## config.mk

```make
export PLATFORM = sky130hd
export DESIGN_NAME = psoc_ctrl
export DESIGN_NICKNAME = d
export VERILOG_FILES = /design/src/rtl/psoc_crowbar.v /design/src/rtl/psoc_axil.v /design/src/rtl/psoc_ctrl.v
export VERILOG_INCLUDE_DIRS = /design/src /design/src/rtl
export SDC_FILE = /design/constraint.sdc
export NUM_CORES = 1
export LEC_CHECK = 0
export BUFFER_PORTS_ARGS = -buffer_cell sky130_fd_sc_hd__buf_2
export CAP_MARGIN = 5
export CORE_ASPECT_RATIO = 0.5
export CORE_MARGIN = 2
export CORE_UTILIZATION = 50
export CTS_BUF_LIST = sky130_fd_sc_hd__clkbuf_4 sky130_fd_sc_hd__clkbuf_8
export DETAILED_ROUTE_END_ITERATION = 12
export PLACE_DENSITY = 0.75
export REMOVE_ABC_BUFFERS = 1
export SLEW_MARGIN = 25
export SYNTH_ARGS = -nofsm -noshare
export SYNTH_HDL_FRONTEND = slang
export SYNTH_SLANG_ARGS = --single-unit
```

## constraint.sdc

```tcl
create_clock -name aclk -period 4.4 [get_ports aclk]
set_clock_uncertainty 0.15 [all_clocks]
set_input_delay 0.22 -clock aclk [delete_from_list [all_inputs] [get_ports aclk]]
set_output_delay 0.22 -clock aclk [all_outputs]
set_load 0.01 [all_outputs]
```

## src/rtl/psoc_map.vh

```
// Register map, field positions, reset values and timing constants
// for the supply-on control block; included by every design file.
`ifndef PSOC_MAP_VH
`define PSOC_MAP_VH

// Register index of the control register and its byte address
`define PSOC_CTRL_INDEX 8'h2d
`define PSOC_CTRL_ADDR (`PSOC_CTRL_INDEX * 4)
`define PSOC_ADDR_W 8

// Field positions
`define PSOC_BIT_IND_POL 7
`define PSOC_BIT_LAST_ON 6
`define PSOC_BIT_ON_POL 5
`define PSOC_BIT_CROW_HI 4
`define PSOC_BIT_CROW_LO 3
`define PSOC_BIT_RESUME 2
`define PSOC_BIT_OFF 1
`define PSOC_BIT_MODE 0

// Reset values
`define PSOC_RST_IND_POL 1'b0
`define PSOC_RST_LAST_ON 1'b0
`define PSOC_RST_CROW 2'b11
`define PSOC_RST_RESUME 1'b0
`define PSOC_RST_MODE 1'b0
`define PSOC_MODE_LEGACY 1'b0
`define PSOC_MODE_ACPI 1'b1

// Crowbar timeouts (typical figures, milliseconds) and clock rate
`define PSOC_CLK_KHZ 40000
`define PSOC_CROW0_MS 600
`define PSOC_CROW1_MS 1100
`define PSOC_CROW2_MS 1600
`define PSOC_CROW3_MS 2100
`define PSOC_CROW0_CYC (`PSOC_CROW0_MS * `PSOC_CLK_KHZ)
`define PSOC_CROW1_CYC (`PSOC_CROW1_MS * `PSOC_CLK_KHZ)
`define PSOC_CROW2_CYC (`PSOC_CROW2_MS * `PSOC_CLK_KHZ)
`define PSOC_CROW3_CYC (`PSOC_CROW3_MS * `PSOC_CLK_KHZ)
`define PSOC_CROW_W 27

// AXI responses
`define PSOC_RESP_OKAY 2'b00
`define PSOC_RESP_SLVERR 2'b10

`endif

```

## src/rtl/psoc_crowbar.v

```verilog
// Crowbar timer: measures how long the power button is held and
// fires a one-cycle pulse when the selected timeout is reached.
// Assumes the button input is already synchronous to aclk.
`timescale 1ns/1ps
`include "psoc_map.vh"

module psoc_crowbar #(
    parameter [`PSOC_CROW_W-1:0] T0_CYC = `PSOC_CROW0_CYC,
    parameter [`PSOC_CROW_W-1:0] T1_CYC = `PSOC_CROW1_CYC,
    parameter [`PSOC_CROW_W-1:0] T2_CYC = `PSOC_CROW2_CYC,
    parameter [`PSOC_CROW_W-1:0] T3_CYC = `PSOC_CROW3_CYC
) (
    input wire aclk,
    input wire aresetn,
    input wire button_held,
    input wire [1:0] timeout_sel,
    output reg expired
);
    reg [`PSOC_CROW_W-1:0] count;
    reg [`PSOC_CROW_W-1:0] limit;
    reg fired;

    // Each setting is an exact count, so the settings sit well apart
    always @* begin
        case (timeout_sel)
            2'b00: limit = T0_CYC;
            2'b01: limit = T1_CYC;
            2'b10: limit = T2_CYC;
            default: limit = T3_CYC;
        endcase
    end

    // Count while held; fire once per press, not repeatedly
    always @(posedge aclk) begin
        if (!aresetn) begin
            count <= {`PSOC_CROW_W{1'b0}};
            fired <= 1'b0;
            expired <= 1'b0;
        end else if (!button_held) begin
            count <= {`PSOC_CROW_W{1'b0}};
            fired <= 1'b0;
            expired <= 1'b0;
        end else begin
            expired <= 1'b0;
            if (!fired) begin
                if (count + 1'b1 >= limit) begin
                    expired <= 1'b1;
                    fired <= 1'b1;
                end
                count <= count + 1'b1;
            end
        end
    end
endmodule

```

## src/rtl/psoc_axil.v

```verilog
// AXI4-Lite slave front end for the supply-on control block.
// Hands one write pulse to the register file and samples its read value with no strobe.
// Assumes a single master that obeys the AXI4-Lite handshakes.
`timescale 1ns/1ps
`include "psoc_map.vh"

module psoc_axil (
    input wire aclk,
    input wire aresetn,
    input wire [`PSOC_ADDR_W-1:0] s_axi_awaddr,
    input wire s_axi_awvalid,
    output wire s_axi_awready,
    input wire [31:0] s_axi_wdata,
    input wire [3:0] s_axi_wstrb,
    input wire s_axi_wvalid,
    output wire s_axi_wready,
    output reg [1:0] s_axi_bresp,
    output reg s_axi_bvalid,
    input wire s_axi_bready,
    input wire [`PSOC_ADDR_W-1:0] s_axi_araddr,
    input wire s_axi_arvalid,
    output wire s_axi_arready,
    output reg [31:0] s_axi_rdata,
    output reg [1:0] s_axi_rresp,
    output reg s_axi_rvalid,
    input wire s_axi_rready,
    output wire reg_wr,
    output wire [7:0] reg_wdata,
    input wire [7:0] reg_rdata
);
    reg [`PSOC_ADDR_W-1:0] aw_addr;
    reg aw_full;
    reg [7:0] w_data;
    reg w_lane0;
    reg w_full;
    wire do_write;

    // One decoder serves both the write and the read path
    function addr_hit;
        input [`PSOC_ADDR_W-1:0] addr;
        begin
            addr_hit = (addr[`PSOC_ADDR_W-1:2] ==
                        `PSOC_CTRL_ADDR >> 2);
        end
    endfunction

    // Hold new addresses off while a response is still pending
    assign s_axi_awready = !aw_full && !s_axi_bvalid;
    assign s_axi_wready = !w_full && !s_axi_bvalid;
    assign s_axi_arready = !s_axi_rvalid;
    assign do_write = aw_full && w_full && !s_axi_bvalid;
    // Only byte lane 0 carries the 8-bit register
    assign reg_wr = do_write && w_lane0 && addr_hit(aw_addr);
    assign reg_wdata = w_data;

    // Write channel: address and data taken in either order
    always @(posedge aclk) begin
        if (!aresetn) begin
            aw_full <= 1'b0;
            w_full <= 1'b0;
            aw_addr <= {`PSOC_ADDR_W{1'b0}};
            w_data <= 8'h00;
            w_lane0 <= 1'b0;
            s_axi_bvalid <= 1'b0;
            s_axi_bresp <= `PSOC_RESP_OKAY;
        end else begin
            if (s_axi_awvalid && s_axi_awready) begin
                aw_full <= 1'b1;
                aw_addr <= s_axi_awaddr;
            end
            if (s_axi_wvalid && s_axi_wready) begin
                w_full <= 1'b1;
                w_data <= s_axi_wdata[7:0];
                w_lane0 <= s_axi_wstrb[0];
            end
            if (do_write) begin
                aw_full <= 1'b0;
                w_full <= 1'b0;
                s_axi_bvalid <= 1'b1;
                s_axi_bresp <= addr_hit(aw_addr) ? `PSOC_RESP_OKAY :
                               `PSOC_RESP_SLVERR;
            end else if (s_axi_bvalid && s_axi_bready) begin
                s_axi_bvalid <= 1'b0;
            end
        end
    end

    // Read channel: data registered one cycle after the address
    always @(posedge aclk) begin
        if (!aresetn) begin
            s_axi_rvalid <= 1'b0;
            s_axi_rdata <= 32'h0000_0000;
            s_axi_rresp <= `PSOC_RESP_OKAY;
        end else if (s_axi_arvalid && s_axi_arready) begin
            s_axi_rvalid <= 1'b1;
            if (addr_hit(s_axi_araddr)) begin
                s_axi_rdata <= {24'h00_0000, reg_rdata};
                s_axi_rresp <= `PSOC_RESP_OKAY;
            end else begin
                s_axi_rdata <= 32'h0000_0000;
                s_axi_rresp <= `PSOC_RESP_SLVERR;
            end
        end else if (s_axi_rvalid && s_axi_rready) begin
            s_axi_rvalid <= 1'b0;
        end
    end
endmodule

```

## src/rtl/psoc_ctrl.v

```verilog
// Supply-on and power-button control register with its supply logic.
// Assumes aresetn models the battery power-up reset and that the
// standby power-up, standby failure and power-return events arrive
// as one-cycle pulses synchronous to aclk.
//
// The AXI4-Lite register port was decided locally.
`timescale 1ns/1ps
`include "psoc_map.vh"

module psoc_ctrl #(
    parameter [`PSOC_CROW_W-1:0] CROW0_CYC = `PSOC_CROW0_CYC,
    parameter [`PSOC_CROW_W-1:0] CROW1_CYC = `PSOC_CROW1_CYC,
    parameter [`PSOC_CROW_W-1:0] CROW2_CYC = `PSOC_CROW2_CYC,
    parameter [`PSOC_CROW_W-1:0] CROW3_CYC = `PSOC_CROW3_CYC
) (
    input wire aclk,
    input wire aresetn,
    input wire [`PSOC_ADDR_W-1:0] s_axi_awaddr,
    input wire s_axi_awvalid,
    output wire s_axi_awready,
    input wire [31:0] s_axi_wdata,
    input wire [3:0] s_axi_wstrb,
    input wire s_axi_wvalid,
    output wire s_axi_wready,
    output wire [1:0] s_axi_bresp,
    output wire s_axi_bvalid,
    input wire s_axi_bready,
    input wire [`PSOC_ADDR_W-1:0] s_axi_araddr,
    input wire s_axi_arvalid,
    output wire s_axi_arready,
    output wire [31:0] s_axi_rdata,
    output wire [1:0] s_axi_rresp,
    output wire s_axi_rvalid,
    input wire s_axi_rready,
    input wire standby_por,
    input wire standby_fail,
    input wire power_return,
    input wire supply_on_polarity_strap,
    input wire chipset_sleep_state_input,
    input wire power_button,
    input wire [1:0] indicator_lit,
    output reg supply_on_output,
    output reg [1:0] indicator_out
);
    // Supply sequencer states
    localparam [2:0] ST_FOLLOW = 3'b001;
    localparam [2:0] ST_HELD = 3'b010;
    localparam [2:0] ST_DOWN = 3'b100;

    reg [2:0] state;
    reg [2:0] next_state;
    reg supply_on;
    reg next_supply_on;

    // Register fields
    reg ind_pol;
    reg last_on;
    reg on_pol;
    reg [1:0] crow_sel;
    reg resume_last;
    reg button_mode;
    reg strap_pending;
    reg sleep_d;

    wire reg_wr;
    wire [7:0] reg_wdata;
    wire [7:0] reg_rdata;
    wire crow_expired;
    wire off_request;
    wire sleep_edge;
    wire legacy;

    psoc_axil u_axil (
        .aclk(aclk),
        .aresetn(aresetn),
        .s_axi_awaddr(s_axi_awaddr),
        .s_axi_awvalid(s_axi_awvalid),
        .s_axi_awready(s_axi_awready),
        .s_axi_wdata(s_axi_wdata),
        .s_axi_wstrb(s_axi_wstrb),
        .s_axi_wvalid(s_axi_wvalid),
        .s_axi_wready(s_axi_wready),
        .s_axi_bresp(s_axi_bresp),
        .s_axi_bvalid(s_axi_bvalid),
        .s_axi_bready(s_axi_bready),
        .s_axi_araddr(s_axi_araddr),
        .s_axi_arvalid(s_axi_arvalid),
        .s_axi_arready(s_axi_arready),
        .s_axi_rdata(s_axi_rdata),
        .s_axi_rresp(s_axi_rresp),
        .s_axi_rvalid(s_axi_rvalid),
        .s_axi_rready(s_axi_rready),
        .reg_wr(reg_wr),
        .reg_wdata(reg_wdata),
        .reg_rdata(reg_rdata)
    );

    // Button override only counts while the supply is actually on
    psoc_crowbar #(
        .T0_CYC(CROW0_CYC),
        .T1_CYC(CROW1_CYC),
        .T2_CYC(CROW2_CYC),
        .T3_CYC(CROW3_CYC)
    ) u_crowbar (
        .aclk(aclk),
        .aresetn(aresetn),
        .button_held(power_button && supply_on),
        .timeout_sel(crow_sel),
        .expired(crow_expired)
    );

    assign legacy = (button_mode == `PSOC_MODE_LEGACY);
    // Shut-off exists only in legacy mode; in ACPI mode it is ignored
    assign off_request = reg_wr && reg_wdata[`PSOC_BIT_OFF] &&
                         legacy;
    assign sleep_edge = chipset_sleep_state_input ^ sleep_d;

    // Read view: bit 1 always 0; bit 6 only meaningful in legacy mode
    assign reg_rdata = {ind_pol,
                        legacy & last_on,
                        on_pol,
                        crow_sel,
                        resume_last,
                        1'b0,
                        button_mode};

    // Battery-owned fields: only the battery reset touches them, so
    // they survive standby loss
    always @(posedge aclk) begin
        if (!aresetn) begin
            crow_sel <= `PSOC_RST_CROW;
            resume_last <= `PSOC_RST_RESUME;
        end else if (reg_wr) begin
            crow_sel <= reg_wdata[`PSOC_BIT_CROW_HI:`PSOC_BIT_CROW_LO];
            resume_last <= reg_wdata[`PSOC_BIT_RESUME];
        end
    end

    // Standby-owned fields: cleared by battery or standby power-up
    always @(posedge aclk) begin
        if (!aresetn || standby_por) begin
            ind_pol <= `PSOC_RST_IND_POL;
            button_mode <= `PSOC_RST_MODE;
        end else if (reg_wr) begin
            ind_pol <= reg_wdata[`PSOC_BIT_IND_POL];
            button_mode <= reg_wdata[`PSOC_BIT_MODE];
        end
    end

    // Polarity strap is caught one cycle after a power-up, never
    // inside the reset branch itself
    always @(posedge aclk) begin
        if (!aresetn) begin
            strap_pending <= 1'b1;
            on_pol <= 1'b0;
        end else if (standby_por) begin
            strap_pending <= 1'b1;
        end else if (strap_pending) begin
            strap_pending <= 1'b0;
            on_pol <= supply_on_polarity_strap;
        end
    end

    // Supply state caught at each standby failure, polarity-free
    always @(posedge aclk) begin
        if (!aresetn) begin
            last_on <= `PSOC_RST_LAST_ON;
        end else if (standby_fail) begin
            last_on <= supply_on;
        end
    end

    // Edge detector on the sleep-state input; it tracks the pin through
    // reset too, so no false edge follows the release
    always @(posedge aclk) begin
        sleep_d <= chipset_sleep_state_input;
    end

    // Supply sequencer. FOLLOW tracks the sleep-state input, HELD keeps
    // a restored state until the chipset moves, DOWN keeps a forced
    // shut-off until the chipset moves.
    always @* begin
        next_state = state;
        next_supply_on = supply_on;
        case (state)
            ST_FOLLOW: begin
                next_supply_on = chipset_sleep_state_input;
            end
            ST_HELD: begin
                if (sleep_edge) begin
                    next_state = ST_FOLLOW;
                    next_supply_on = chipset_sleep_state_input;
                end
            end
            ST_DOWN: begin
                next_supply_on = 1'b0;
                if (sleep_edge) begin
                    next_state = ST_FOLLOW;
                    next_supply_on = chipset_sleep_state_input;
                end
            end
            default: begin
                next_state = ST_FOLLOW;
                next_supply_on = 1'b0;
            end
        endcase
        // Power return outranks the chipset; forced off outranks both, and a standby failure outranks it
        if (power_return) begin
            if (resume_last) begin
                next_state = ST_HELD;
                next_supply_on = last_on;
            end else begin
                next_state = ST_FOLLOW;
                next_supply_on = chipset_sleep_state_input;
            end
        end
        if (off_request || crow_expired) begin
            next_state = ST_DOWN;
            next_supply_on = 1'b0;
        end
    end

    // Sequencer registers; a standby failure drops the supply
    always @(posedge aclk) begin
        if (!aresetn) begin
            state <= ST_FOLLOW;
            supply_on <= 1'b0;
        end else if (standby_fail) begin
            state <= ST_FOLLOW;
            supply_on <= 1'b0;
        end else begin
            state <= next_state;
            supply_on <= next_supply_on;
        end
    end

    // Pin drivers: supply pin is active high when the strap bit is 1;
    // registered so the pins never glitch on a register write
    always @(posedge aclk) begin
        if (!aresetn) begin
            supply_on_output <= 1'b1;
            indicator_out <= 2'b00;
        end else begin
            supply_on_output <= on_pol ? supply_on : ~supply_on;
            indicator_out <= ind_pol ? ~indicator_lit :
                             indicator_lit;
        end
    end
endmodule

```

; Yosys cells after proc, flatten, opt, wreduce, memory -nomap -nowiden
; Index checks and enable logic that the tools add are counted.
; W data, S select, Z words.
[word_totals]
ff_bits = 102
input_bits = 67
out_inout_bits = 44
word_cells = 104
[classes]
addsub = 1
n_lt_le_gt_ge = 1
n_eq_ne = 12
n_mux = 23
bitwise = 8
n_reduce_logical = 33
[ops]
columns = operator, count
row1 = $pmux W27 S3, 1
row2 = $add A27 B1 Y27 const B, 1
row3 = $ge A27 B27 Y1, 1
row4 = $logic_and A1 B1 Y1, 14
row5 = $eq A6 B6 Y1 const B, 2
row6 = $mux W1, 12
row7 = $mux W3, 3
row8 = $mux W2, 4
row9 = $mux W8, 1
row10 = $reduce_and A2 Y1, 4
row11 = $ne A3 B3 Y1 const B, 2
row12 = $pmux W3 S2, 1
row13 = $reduce_or A2 Y1, 3
row14 = $reduce_or A3 Y1, 2
row15 = $logic_not A1 Y1, 5
row16 = $not A1 Y1, 5
row17 = $ne A4 B1 Y1 const B, 1
row18 = $reduce_bool A2 Y1, 2
row19 = $eq A3 B1 Y1 const B, 1
row20 = $eq A3 B2 Y1 const B, 1
row21 = $eq A3 B3 Y1 const B, 1
row22 = $ne A3 B1 Y1 const B, 1
row23 = $pmux W1 S3, 1
row24 = $eq A2 B1 Y1 const B, 1
row25 = 7 further kinds, 8

; Depth between registers and ports, before layout
[logic_depth]
ltp_word = 9
depth_mapped = 13
depth_no_buf = 12

; Hierarchy
; Synthesis repeated with hierarchy kept, for this count alone.
[hier_totals]
cells_unflattened = 481
hier_area_um2 = 4220.3
[modules_own_cells]
columns = mod, instances, cells_per_inst, area_each_um2, seq_area_each_um2
row1 = psoc_crowbar, 1, 269, 2182.1, 580.6
row2 = psoc_axil, 1, 144, 1351.3, 580.6
row3 = psoc_ctrl, 1, 68, 686.9, 320.3

; Worst setup path before layout
; No wires, ideal clock.
[synth_timing]
path_type = reg-to-reg
start = register u_crowbar.count[0]
end = register u_crowbar.fired
setup_ns = 0.133
arrival_time_ns = 3.012
required_ns = 4.117
setup_slack_ns = 1.106
path_stages_with_launch = 14
path_buffers = 1
synth_period_minus_slack_ns = 3.294
path_cell_list = dfxtp_1 > ha_1 > and2_2 > nand4_4 > or4_4 > buf_6 > nor2_1 > xor2_1 > ha_1 > a21o_1 > a21o_1 > a21o_1 > a311oi_1 > a31oi_1
[synth_between]
elab_chain_len = 4
[synth_lines]
columns = item, line_no
row1 = "start, declared", psoc_crowbar.v:19  ; reg [`PSOC_CROW_W-1:0] count;
row2 = "start signal, assigned", psoc_crowbar.v:36  ; count <= {`PSOC_CROW_W{1'b0}};
row3 = "start signal, assigned", psoc_crowbar.v:40  ; count <= {`PSOC_CROW_W{1'b0}};
row4 = "start signal, assigned", psoc_crowbar.v:50  ; count <= count + 1'b1;
row5 = $add A27 B1 Y27, psoc_crowbar.v:46  ; if (count + 1'b1 >= limit) begin
row6 = $ge A27 B27 Y1, psoc_crowbar.v:46
row7 = $mux W1, psoc_crowbar.v:46
row8 = $mux W1, psoc_crowbar.v:45  ; if (!fired) begin
row9 = "end signal, assigned", psoc_crowbar.v:37  ; fired <= 1'b0;
row10 = "end signal, assigned", psoc_crowbar.v:41  ; fired <= 1'b0;
row11 = "end signal, assigned", psoc_crowbar.v:48  ; fired <= 1'b1;
row12 = "end, declared", psoc_crowbar.v:21  ; reg fired;
; Every way passes these cells.
; A chain may end at the register's enable or synchronous reset.

; Final worst setup path
[layout_timing]
start = register u_crowbar.count[0]
end = register u_crowbar.expired
[layout_between]
elab_chain_len = 3
[layout_lines]
columns = item, line_no
row1 = $add A27 B1 Y27, psoc_crowbar.v:46
row2 = $ge A27 B27 Y1, psoc_crowbar.v:46
row3 = $mux W1, psoc_crowbar.v:46
row4 = "end signal, assigned", psoc_crowbar.v:42  ; expired <= 1'b0;
row5 = "end signal, assigned", psoc_crowbar.v:44  ; expired <= 1'b0;
row6 = "end signal, assigned", psoc_crowbar.v:47  ; expired <= 1'b1;
row7 = "end, declared", psoc_crowbar.v:17  ; output reg expired
; Every way passes these cells.

==> results.md <==
* CTS Sinks at between 70 and 80
* Final hold viol count at 0
* Initial antenna violation count at 0
* Post-Place Cells at 607
* Reg clk slew, reported paths at 0.08 ns
* Worst path bufs/invs at 0
* Most frequent cells in the layout: dfxtp_1, buf_2, nor2_1
* Max Root-Sink Buffers at 2
* Sw frac at about a quarter
* R2r setup slk at 0.81 ns
* Hold Slack at ~0.026 ns
* Yosys top cell by area: dfxtp_1
* Commonest non-fill, non-tap cell in the layout: dfxtp_1
* Crit. End Element: register
* Fraction of registers with async set/reset at 0%
* Comb pwr share at 8.1%
* DPL Wire Length at 5.67 mm
* Detailed-route DRC error count at 0
* Total grt overflow at 0
* RSZ-0062 raised after global routing: false
* Number of enable flip-flop cells after synthesis at 0
* Die Ht at a little under 70 um
* Yosys reg bits at 71
* Fin crit share at between 80% and 90%
* Reg2Reg Depth at 11
* Number of distinct library cells after synthesis at 55
* WL final at 8.44 mm
* Placement Rows at 23
* Yosys warns at 0
* Outcome: completed
* Post-Syn Instances at 459
* FILL cells at 669
* Largest net degree at the start of global routing at 38
* Nets at approximately 620
* Cell Area, Synth at 4100 sq um
* CP most frequent cell: ha_1
* Critical path peak fanout at 9
* Resized Gates After CTS at 0
* DRT iter0 DRCs at around 130
* Final Non-Filler Cells at 643
* Setup tns final at 0 ns
* FF-to-FF Start: u_crowbar.count[0]
* Via Count at 3256
* Post-DRT Antenna Nets at 0
* Worst Hold Depth at 3
* WL/cell at 13.1 um
* TritonRoute pass-1 iters at 4
* Setup Viol. Count Final at 0
* Slew Limit Fails at 0
* Worst VDD drop at 135 uV
* H-tree levels at 3
* P_leak at 2.02 nW
* Share of cells above drive strength 1 at 15.4%
* Initial Util at 51.4%
* Area growth from synthesis to layout at 15.1%
* Fmax at 278 MHz
* Later-pin clock latency in the skew report at 0.36 ns
* Levels on crit path at 11
* Relative slew slack at 50.0%
* GP Congestion at 0.817
* Core Area at 7970 sq um
* Hold Crit Class: in2reg
* Die ar. at 8980 sq um
* Worst endpoint required time at 4.51 ns
* GRT Overall Usage at roughly a fifth
* Critical Path AT at around 3.7 ns
* Die width at 132 um
* IO Count at 111
* TritonCTS clock tree: yes
* CP startpoint: u_crowbar.count[0]
* Sequential power share at around half
* P_int at 981 uW
* Top-area cell type share of the netlist area at 34.7%
* PortBufs at 50
* Net Switching at 325 uW
* Least-Margin Pin Slew at 0.746 ns
* Critical path class: reg2reg
* Max incr delay on CP at 0.62 ns
* First-pass GRT wire length at about 14 mm
* Max cap viols at 0
* CTS Buf Count at 9
* Register area share after synthesis at 34.7%
* RR Endpoint: u_crowbar.expired
* Clock network fraction of total power at 40.7%
* DR vias/cell at 5.06
* Synth top area cells: dfxtp_1, ha_1, buf_4
* CP cell instances: ha_1, and2_2, nand4_4, or4_4, nor2_1, xor2_1, ha_1, nand4_1, nor4_1, o2111ai_1, a211oi_1
* Mean Syn Cell Area at between 8 and 9 sq um
* CP endpoint: u_crowbar.expired
* CP Launch Type: register
* Ant diodes at 0
* Root Buffer: clkbuf_8
* Vias in the first global route at 3001
* CP max stage cell: or4_4
* Crit path max-delay family: simple AND/OR/NAND/NOR gates
* Min Tclk post-route at ~3.6 ns
* Main synth FF type: dfxtp_1
* Pwr per Cell Area at 277 nW/um^2
[cells by family after synthesis]
family | count (synthesis) | share of synthesized area [%]
simple gates | 177 | 24.2
fa+ha+maj | 28 | 8.55
buf+inv | 61 | 8.79
compound gates | 58 | 9.59
xor+xnor | 43 | 9.19
flops | 71 | 34.7
mux | 20 | 4.92
other cells | 1 | 0.0915
[worst min-delay path: stages]
cell    delay [ns]
buf_2         0.09
xor2_1        0.05
and2_1        0.14
[final cells by class]
type                       count  area [sq um]  share of cell area, %
inverter                      18          67.6                   1.43
clock inverter                 6          70.1                   1.49
sequential                    71          1420                   30.1
timing repair buffer          73           473                   10.0
clock buffer                  10           131                   2.79
multi-input combinational    353          2410                   51.2
tap                          112           140                   2.97
[worst min-delay path by stage]
stage | start | endpoint | slack (ns)
floorplan | chipset_sleep_state_input | sleep_d | 0.1
global placement | chipset_sleep_state_input | sleep_d | 0.23
detailed placement | chipset_sleep_state_input | sleep_d | 0.23
CTS | indicator_lit[0] | indicator_out[0] | 0.01
global route | indicator_lit[1] | indicator_out[1] | 0.04
finish | indicator_lit[0] | indicator_out[0] | 0.03
[through the flow]
stage	utilization (%)	worst slack, ns	power, mW	area [sq um]
floorplan	-	1.14	0.737	3900
global placement	54.1	0.905	0.770	4320
detailed placement	54.1	0.832	0.772	4320
CTS	59.2	0.817	1.32	4720
global route	59.2	0.558	1.36	4720
finish	59.2	0.809	1.31	4720
[cell usage after synthesis, types with 3 or more instances]
cell type and n:
or3_1 3, o211a_1 3, nand2b_1 6, nor3_1 13, buf_4 29, a21o_1 7, xor2_1 19, nand3_1 14
nor2_1 43, nor2b_1 30, nor4_1 7, nand2_1 19, o211ai_1 3, nand4_1 8, inv_1 18, a211oi_1 3
ha_1 28, a22oi_1 6, a21oi_1 15, dfxtp_1 71, xnor2_1 24, o21ai_0 8, or4_1 4, and2_1 6
and2_2 3, mux2i_1 19, buf_6 3, clkbuf_1 11
[routing by layer]
metal / up-vias / part of all wire, % / GRT usage (%)
li1: 1677 / - / -
met1: 1482 / 47 / 22.9
met2: 87 / 46 / 34.6
met3: 10 / 5.4 / 6.07
met4: 0 / 1.3 / 7.47
met5: - / 0 / 0
[repair_timing]
item | CTS | global route
hold endpoints to repair | 19 | 0
hold buffers | 20 | 0
endpoints found under the setup margin | 0 | 0
buffers inserted | 0 | 0
[power by group through the flow]
stage	logic (mW)	registers [mW]	clock network, mW
2_1_floorplan	0.0537	0.683	0
3_3_place_gp	0.0872	0.682	0
3_5_place_dp	0.0889	0.683	0
4_1_cts	0.103	0.668	0.545
5_1_grt	0.117	0.671	0.574
6_report	0.106	0.669	0.531
[flip-flops by register name (all words and copies together), names as in the netlist, 2 cells and up]
register            count
state                   3
crow_sel                2
u_axil.aw_addr          6
u_axil.s_axi_rdata      7
indicator_out           2
u_crowbar.count        27
u_axil.reg_wdata        6
Power figures use the tool's default switching activity.
